[src/verilog/fbe_pkg.sv]
// Shared constants for the factory boost erase link
`default_nettype none
package fbe_pkg;
	localparam int          OPC_W           = 8;
	localparam logic [7:0]  OPC_WRITE_PERMIT = 8'h06;
	localparam logic [7:0]  OPC_BOOST_ARM   = 8'h5A;
	localparam logic [7:0]  OPC_FULL_ERASE  = 8'hC7;
	localparam logic [7:0]  OPC_READ_STATUS = 8'h05;
	localparam logic [7:0]  OPC_DEEP_DOWN   = 8'hB9;
	localparam logic [7:0]  OPC_RELEASE     = 8'hAB;
	localparam int          CLK_NS          = 8;
	// Supply settle delay, in microseconds
	localparam int          SETTLE_US       = 800;
	localparam int          SETTLE_CYC      = (SETTLE_US * 1000) / CLK_NS;
	// Erase durations in cycles (simulation scale defaults)
	localparam int          ERASE_STD_CYC   = 2000;
	localparam int          ERASE_BOOST_CYC = 500;
	localparam int          SCLK_DIV        = 4;
	localparam int          CNT_W           = 24;
	// Opcode frame length and status byte layout
	localparam logic [3:0]  OP_BITS         = 4'h8;
	localparam logic [3:0]  OP_BITS_MAX     = 4'hF;
	localparam int          ST_BUSY_BIT     = 0;
	localparam int          ST_PERMIT_BIT   = 1;
	localparam int          ST_ARMED_BIT    = 2;
endpackage
`default_nettype wire

[src/verilog/fbe_link_if.sv]
// Serial command link between host controller and flash device
`timescale 1ns/1ps
`default_nettype none
interface fbe_link_if;
	logic cs_n;
	logic sclk;
	logic sdi;
	logic sdo;
	modport host (output cs_n, output sclk, output sdi, input sdo);
	modport dev  (input cs_n, input sclk, input sdi, output sdo);
endinterface
`default_nettype wire

[src/verilog/fbe_flash.sv]
// Flash end: command decode, power-on state and factory boost erase
// Overview of operation
// - Boost erase only for full erase after arm
// - Host orders write permit, arm, erase
// - Arm command is its own select frame
// - Armed flag cleared at power-up and erase end
// - Power-up lands in standby, not deep down
// - Write permit latch cleared at power-up
// - Host keeps device deselected during power ramps
// - Below lockout: logic reset, commands ignored
// - Host waits settle before modifying commands
// - Reads accepted once supply settled
// - Falling below lockout aborts everything
`timescale 1ns/1ps
`default_nettype none
module fbe_flash
	import fbe_pkg::*;
#(
	parameter int SETTLE_CYCLES = SETTLE_CYC,
	parameter int STD_CYCLES    = ERASE_STD_CYC,
	parameter int BOOST_CYCLES  = ERASE_BOOST_CYC
) (
	input  wire logic mclk,
	input  wire logic nrst,
	input  wire logic supply_ok,
	fbe_link_if.dev   link,
	output var  logic busy,
	output var  logic boost_armed,
	output var  logic write_permit_latch,
	output var  logic ready,
	output var  logic deep_down,
	output var  logic erase_done,
	output var  logic erase_boosted
);
	// Refuse counts that the counters cannot serve
	if (SETTLE_CYCLES < 1 ||
			SETTLE_CYCLES >= (1 << CNT_W)) begin : g_bad_settle
		$error("fbe_flash: settle count out of range");
	end
	if (STD_CYCLES < 1 ||
			STD_CYCLES >= (1 << CNT_W)) begin : g_bad_std
		$error("fbe_flash: standard erase count out of range");
	end
	if (BOOST_CYCLES < 1 ||
			BOOST_CYCLES >= (1 << CNT_W)) begin : g_bad_boost
		$error("fbe_flash: boost erase count out of range");
	end

	// True when a captured byte matches the given opcode
	function automatic logic fbe_is_op(
		input logic [7:0] got,
		input logic [7:0] code
	);
		return got == code;
	endfunction

	logic             sclk_q;
	logic             cs_q;
	logic [7:0]       shreg;
	logic [3:0]       nbits;
	logic [CNT_W-1:0] settle_cnt;
	logic [CNT_W-1:0] erase_cnt;
	logic [7:0]       status_sh;
	logic [7:0]       status_word;

	// Lockout acts as a synchronous reset of all state but the edge detectors and opcode shifter
	wire             live            = supply_ok;
	wire             rise            = link.sclk & ~sclk_q;
	wire             fall            = ~link.sclk & sclk_q;
	wire             frame_end       = link.cs_n & ~cs_q;
	wire             in_frame        = live && !link.cs_n;
	wire [7:0]       next_sh         = {shreg[6:0], link.sdi};
	wire [3:0]       next_nbits      = (nbits == OP_BITS_MAX) ? nbits :
			nbits + 4'h1;
	// A command counts only when the frame held exactly one byte
	wire             byte_ok         = frame_end && nbits == OP_BITS;
	wire             accept          = live && ready && !busy &&
			byte_ok;
	wire             awake           = accept && !deep_down;
	wire             do_wp           = awake &&
			fbe_is_op(shreg, OPC_WRITE_PERMIT);
	wire             do_arm          = awake &&
			fbe_is_op(shreg, OPC_BOOST_ARM);
	wire             do_erase        = awake && write_permit_latch &&
			fbe_is_op(shreg, OPC_FULL_ERASE);
	wire             do_dp           = awake &&
			fbe_is_op(shreg, OPC_DEEP_DOWN);
	wire             do_rel          = accept &&
			fbe_is_op(shreg, OPC_RELEASE);
	wire             erase_end       = busy && erase_cnt == '0;
	wire [CNT_W-1:0] erase_len       = boost_armed ?
			CNT_W'(BOOST_CYCLES - 1) :
			CNT_W'(STD_CYCLES - 1);
	wire [CNT_W-1:0] next_settle_cnt = settle_cnt + CNT_W'(1);
	wire [CNT_W-1:0] next_erase_cnt  = erase_cnt - CNT_W'(1);
	wire             settle_last     = settle_cnt ==
			CNT_W'(SETTLE_CYCLES - 1);
	// Status is captured as the last opcode bit arrives
	wire             status_hit      = rise &&
			nbits == OP_BITS - 4'h1 &&
			fbe_is_op(next_sh, OPC_READ_STATUS) &&
			ready && !deep_down;
	wire             status_shift    = fall && nbits >= OP_BITS;

	// Status byte: armed flag, permit latch and busy, rest zero
	always_comb begin
		status_word                = 8'h00;
		status_word[ST_BUSY_BIT]   = busy;
		status_word[ST_PERMIT_BIT] = write_permit_latch;
		status_word[ST_ARMED_BIT]  = boost_armed;
	end

	// Edge detectors rest at the quiet levels of the link
	always_ff @(posedge mclk or negedge nrst) begin
		if (!nrst) begin
			sclk_q <= 1'b0;
			cs_q   <= 1'b1;
		end else begin
			sclk_q <= link.sclk;
			cs_q   <= link.cs_n;
		end
	end

	// Opcode bits enter MSB first on each link clock rise
	always_ff @(posedge mclk or negedge nrst) begin
		if (!nrst)
			shreg <= 8'h00;
		else if (in_frame && rise)
			shreg <= next_sh;
	end

	// Count saturates so a long frame never passes as one opcode
	always_ff @(posedge mclk or negedge nrst) begin
		if (!nrst)
			nbits <= 4'h0;
		else if (!in_frame)
			nbits <= 4'h0;
		else if (rise)
			nbits <= next_nbits;
	end

	// Supply settle timer; reads and writes wait for it
	always_ff @(posedge mclk or negedge nrst) begin
		if (!nrst) begin
			settle_cnt <= '0;
			ready      <= 1'b0;
		end else if (!live) begin
			settle_cnt <= '0;
			ready      <= 1'b0;
		end else if (!ready) begin
			settle_cnt <= next_settle_cnt;
			ready      <= settle_last;
		end
	end

	always_ff @(posedge mclk or negedge nrst) begin
		if (!nrst)
			write_permit_latch <= 1'b0;
		else if (!live)
			write_permit_latch <= 1'b0;
		else if (do_erase)
			write_permit_latch <= 1'b0;
		else if (do_wp)
			write_permit_latch <= 1'b1;
	end

	// Arm flag lasts until the next erase completes
	always_ff @(posedge mclk or negedge nrst) begin
		if (!nrst)
			boost_armed <= 1'b0;
		else if (!live)
			boost_armed <= 1'b0;
		else if (erase_end)
			boost_armed <= 1'b0;
		else if (do_arm)
			boost_armed <= 1'b1;
	end

	always_ff @(posedge mclk or negedge nrst) begin
		if (!nrst)
			deep_down <= 1'b0;
		else if (!live)
			deep_down <= 1'b0;
		else if (do_dp)
			deep_down <= 1'b1;
		else if (do_rel)
			deep_down <= 1'b0;
	end

	// Erase timer; the length is fixed when the erase starts
	always_ff @(posedge mclk or negedge nrst) begin
		if (!nrst) begin
			busy      <= 1'b0;
			erase_cnt <= '0;
		end else if (!live) begin
			busy      <= 1'b0;
			erase_cnt <= '0;
		end else if (do_erase) begin
			busy      <= 1'b1;
			erase_cnt <= erase_len;
		end else if (erase_end) begin
			busy <= 1'b0;
		end else if (busy) begin
			erase_cnt <= next_erase_cnt;
		end
	end

	always_ff @(posedge mclk or negedge nrst) begin
		if (!nrst)
			erase_done <= 1'b0;
		else if (!live)
			erase_done <= 1'b0;
		else
			erase_done <= erase_end;
	end

	always_ff @(posedge mclk or negedge nrst) begin
		if (!nrst)
			erase_boosted <= 1'b0;
		else if (!live)
			erase_boosted <= 1'b0;
		else if (do_erase)
			erase_boosted <= boost_armed;
	end

	// Status byte leaves MSB first on the falls after the opcode
	always_ff @(posedge mclk or negedge nrst) begin
		if (!nrst)
			status_sh <= 8'h00;
		else if (!in_frame)
			status_sh <= 8'h00;
		else if (status_hit)
			status_sh <= status_word;
		else if (status_shift)
			status_sh <= {status_sh[6:0], 1'b0};
	end

	always_ff @(posedge mclk or negedge nrst) begin
		if (!nrst)
			link.sdo <= 1'b0;
		else if (!in_frame)
			link.sdo <= 1'b0;
		else if (status_shift)
			link.sdo <= status_sh[7];
	end
endmodule
`default_nettype wire

[src/flat_wrapper.sv]
// flat-port wrapper written by rule: the top's interface ports become plain ports
module fbe_flash_flat import fbe_pkg::*;
#(
	parameter int SETTLE_CYCLES = SETTLE_CYC,
	parameter int STD_CYCLES    = ERASE_STD_CYC,
	parameter int BOOST_CYCLES  = ERASE_BOOST_CYC
)
  (mclk, nrst, supply_ok, busy, boost_armed, write_permit_latch, ready, deep_down, erase_done, erase_boosted, link_cs_n, link_sclk, link_sdi, link_sdo);
  fbe_link_if link_i ();
  input  wire logic mclk;
  input  wire logic nrst;
  input  wire logic supply_ok;
  output var  logic busy;
  output var  logic boost_armed;
  output var  logic write_permit_latch;
  output var  logic ready;
  output var  logic deep_down;
  output var  logic erase_done;
  output var  logic erase_boosted;
  input wire logic [$bits(link_i.cs_n)-1:0] link_cs_n;
  input wire logic [$bits(link_i.sclk)-1:0] link_sclk;
  input wire logic [$bits(link_i.sdi)-1:0] link_sdi;
  output wire logic [$bits(link_i.sdo)-1:0] link_sdo;
  assign link_i.cs_n = link_cs_n;
  assign link_i.sclk = link_sclk;
  assign link_i.sdi = link_sdi;
  assign link_sdo = link_i.sdo;
  fbe_flash #(.SETTLE_CYCLES(SETTLE_CYCLES), .STD_CYCLES(STD_CYCLES), .BOOST_CYCLES(BOOST_CYCLES)) u_core (.mclk(mclk), .nrst(nrst), .supply_ok(supply_ok), .link(link_i), .busy(busy), .boost_armed(boost_armed), .write_permit_latch(write_permit_latch), .ready(ready), .deep_down(deep_down), .erase_done(erase_done), .erase_boosted(erase_boosted));
endmodule
[config.mk]
export PLATFORM = sky130hd
export DESIGN_NAME = fbe_flash_flat
export DESIGN_NICKNAME = d
export VERILOG_FILES = /design/src/verilog/fbe_pkg.sv /design/src/verilog/fbe_link_if.sv /design/src/verilog/fbe_flash.sv /design/src/flat_wrapper.sv
export SDC_FILE = /design/constraint.sdc
export NUM_CORES = 1
export LEC_CHECK = 0
export BUFFER_PORTS_ARGS = -buffer_cell sky130_fd_sc_hd__buf_4
export CAP_MARGIN = 20
export CORE_MARGIN = 2
export CORE_UTILIZATION = 60
export DETAILED_ROUTE_END_ITERATION = 10
export GPL_TIMING_DRIVEN = 1
export HOLD_SLACK_MARGIN = 0.06
export PLACE_DENSITY_LB_ADDON = 0.12
export SYNTH_ARGS = -nofsm -noshare
export SYNTH_HDL_FRONTEND = slang
export SYNTH_SLANG_ARGS = --single-unit
[constraint.sdc]
create_clock -name mclk -period 2.8 [get_ports mclk]
set_clock_uncertainty 0.2 [all_clocks]
set_input_delay 0.28 -clock mclk [delete_from_list [all_inputs] [get_ports mclk]]
set_output_delay 0.28 -clock mclk [all_outputs]
set_load 0.02 [all_outputs]
==> flow_summary.json <==
{
  "outcome": "complete, no violations",
  "cts_tree": "built",
  "critPathLaunchType": "register",
  "async_flop_share": 1.000,
  "synth_top_cell_by_area": "dfrtp_1",
  "gr-total-overflow": 0,
  "crit_chain": "or4_1, nor4_2, nand3_1, or4_1, a21oi_1",
  "syn_nets": 394,
  "n_fill_cell": 506,
  "power_density_nw_per_um2": 507.8,
  "htreeDepth": 3,
  "grt_setup_unrepaired": "false",
  "crit_top_cell": "or4_1",
  "nets": 415,
  "row_count": 29,
  "drt-total-wl_um": 7458,
  "final_cell_mix": "dfrtp_1 (77), nor2_1 (54), xor2_1 (28), buf_4 (20)",
  "final_common_cell": "dfrtp_1",
  "clock-sinks": 78,
  "drc_errors": 0,
  "initial_utilization": 0.6221,
  "die-area_um2": 7249,
  "synth_cell_types": 49,
  "slew_headroom": 0.3584,
  "cp_data_arrival_time_ns": 2.47,
  "worst_slew_pin_slew_ns": 0.9624,
  "clkLatencyLatePin_ns": 0.35,
  "grt_pass1_vias": 2783,
  "synth_warnings": 0,
  "drt_iter0_drc": 152,
  "min_period_ns": 2.399,
  "ys_ff_latch": 78,
  "syn_inst": 383,
  "die_y_um": 85.14,
  "cts_buffers": 9,
  "slew_violations": 0,
  "final_antenna_net_count": 0,
  "synth_area_leaders": "dfrtp_1 (49%), xor2_1 (6.2%), nor2_1 (5.1%)",
  "antenna_found_initial": 0,
  "hold_viol_final": 0,
  "postLayoutCellArea_um2": 4378,
  "grt_max_degree": 79,
  "vias": 2834,
  "die_w_um": 85.14,
  "setup.worst_path.end_class": "register",
  "slowest_delay_ns": 0.56,
  "grt_first_pass_wirelength_um": 13100,
  "n_antenna_cell": 0,
  "max_freq_ghz": 0.4169,
  "place_area_um2": 4124,
  "synth_edf_count": 0,
  "path_clk_slew_ns": 0.09,
  "synth-seq-area-share": 0.4945,
  "root_buffer": "clkbuf_8",
  "ios": 14,
  "avgSynthCellArea_um2": 10.31,
  "grtUsageTotal": 0.2255,
  "vdd_ir_drop_max_v": 0.0004569,
  "avgViaCountPerCell": 5.831,
  "p_leak_nw": 1.965,
  "core_area_um2": 6350,
  "cp_top_family": "simple AND/OR/NAND/NOR gates",
  "postCtsHoldBufs": 5,
  "setup_violations": 0,
  "cts_setup_buffers": 0,
  "hold_class": "register to register",
  "yosys_most_used_dff": "dfrtp_1",
  "maxCapViolations": 0,
  "cp_max_fo": 5,
  "required_ns": 2.88,
  "place.gp.congestion": 0.7980,
  "critPathSlowestCell": "or4_1",
  "tns_ns": 0,
  "ctsResizeCount": 0,
  "area_delta_synth_final_pct": 10.83,
  "avgRoutedWirePerCell_um": 15.35,
  "critPathKind": "register to register",
  "drive_gt1_frac": 0.1516,
  "port_buffers": 13,
  "cts_buffer_depth": 2,
  "period_share": 0.8566,
  "critical_path_buf_inv_count": 0,
  "firstDrtPassIters": 4,
  "hpwlAfterDp_um": 4922,
  "yosysTopAreaCellShare": 0.4878,
  "syn_area_um2": 3950
}
flip-flops by register name (all words and copies together), names as in the netlist:
name	count
u_core.deep_down	1
u_core.sclk_q	1
u_core.link.sdo	1
u_core.settle_cnt	24
u_core.cs_q	1
u_core.erase_cnt	24
u_core.ready	1
u_core.status_sh	8
u_core.nbits	4
u_core.boost_armed	1
u_core.erase_boosted	1
u_core.erase_done	1
u_core.shreg	8
u_core.busy	1
u_core.write_permit_latch	1
logic make-up after synthesis:
group	share of synthesized area
AND/OR/NAND/NOR	0.2578
flip-flops	0.4945
XOR/XNOR	0.09756
AO/OA/AOI/OAI	0.05923
buffers and inverters	0.02692
multiplexers	0.04815
adder cells (fa/ha/maj)	0.01584
cells in the mapped netlist (3+ instances only):
cell type / number
a211oi_1: 3
a21oi_1: 15
and2_1: 3
and3_1: 5
clkbuf_1: 11
dfrtp_1: 77
ha_1: 5
inv_1: 9
mux2_2: 8
mux2i_1: 10
nand2_1: 17
nand2b_1: 4
nand3_1: 17
nand3b_1: 4
nand4_1: 8
nor2_1: 54
nor3_1: 8
nor3b_2: 3
nor4_1: 8
nor4b_1: 4
nor4b_2: 5
o21ai_0: 7
o21ai_1: 11
or3_1: 5
or4_1: 4
xnor2_1: 16
xor2_1: 28
report_power, final:
| part | total (W) | leakage [nW] | switching [W] | internal [W] |
|---|---|---|---|---|
| clock network | 0.000852 | 0.0964 | 0.000431 | 0.000421 |
| logic | 0.000140 | 0.796 | 0.0000726 | 0.0000672 |
| registers | 0.00123 | 1.07 | 0.0000604 | 0.00117 |
| total | 0.00222 | 1.96 | 0.000564 | 0.00166 |
layer usage:
| metal | up-vias | wire (µm) | global-route usage |
|---|---|---|---|
| met4 | 0 | 113 | 0.09235 |
| met2 | 48 | 3410 | 0.3359 |
| li1 | 1395 | - | - |
| met1 | 1379 | 3670 | 0.3340 |
| met5 | - | 0 | 0 |
| met3 | 12 | 263 | 0.03307 |
stage by stage:
stage          total power (W)  worst slack (ns)  std cells    util  hold slack, ns
2_1_floorplan         0.001322            0.5415        383       -         -0.2156
3_3_place_gp          0.001384            0.4956        465  0.6495          0.2138
3_5_place_dp          0.001390            0.4127        465  0.6495          0.2128
4_1_cts               0.002251            0.3977        486  0.6895          0.3371
5_1_grt               0.002317            0.3220        486  0.6895          0.3693
6_report              0.002223            0.4015        486  0.6895          0.3293
area by class of cell:
| class | count | area (µm²) | area share |
|---|---|---|---|
| Clock buffer | 9 | 123.9 | 0.02829 |
| Clock inverter | 7 | 80.08 | 0.01829 |
| Inverter | 9 | 33.78 | 0.007716 |
| Multi-Input combinational cell | 281 | 1891 | 0.4318 |
| Sequential cell | 78 | 1953 | 0.4461 |
| Tap cell | 77 | 96.34 | 0.02201 |
| Timing Repair Buffer | 25 | 200.2 | 0.04573 |
worst reg2reg max path: cells and delay by family, from the launching register on:
| kind | cells | cell delay [ns] |
|---|---|---|
| AOI/OAI and AO/OA | 1 | 0.15 |
| DFF | 1 | 0.40 |
| and+or+nand+nor | 4 | 1.57 |
path summary, 6_finish.rpt:
check	startpoint	end	slack, ns	cells past startpoint
min	u_core.status_sh[5]	u_core.status_sh[6]	0.33	2
max reg2reg	u_core.erase_cnt[11]	u_core.erase_cnt[18]	0.40	5
max in group asynchronous	nrst	u_core.settle_cnt[1]	1.34	2
max	u_core.erase_cnt[11]	u_core.erase_cnt[18]	0.40	5
min in group asynchronous	nrst	u_core.erase_cnt[15]	0.42	2
min reg2reg	u_core.status_sh[5]	u_core.status_sh[6]	0.33	2
No activity file was read; power rests on OpenSTA's default activity.
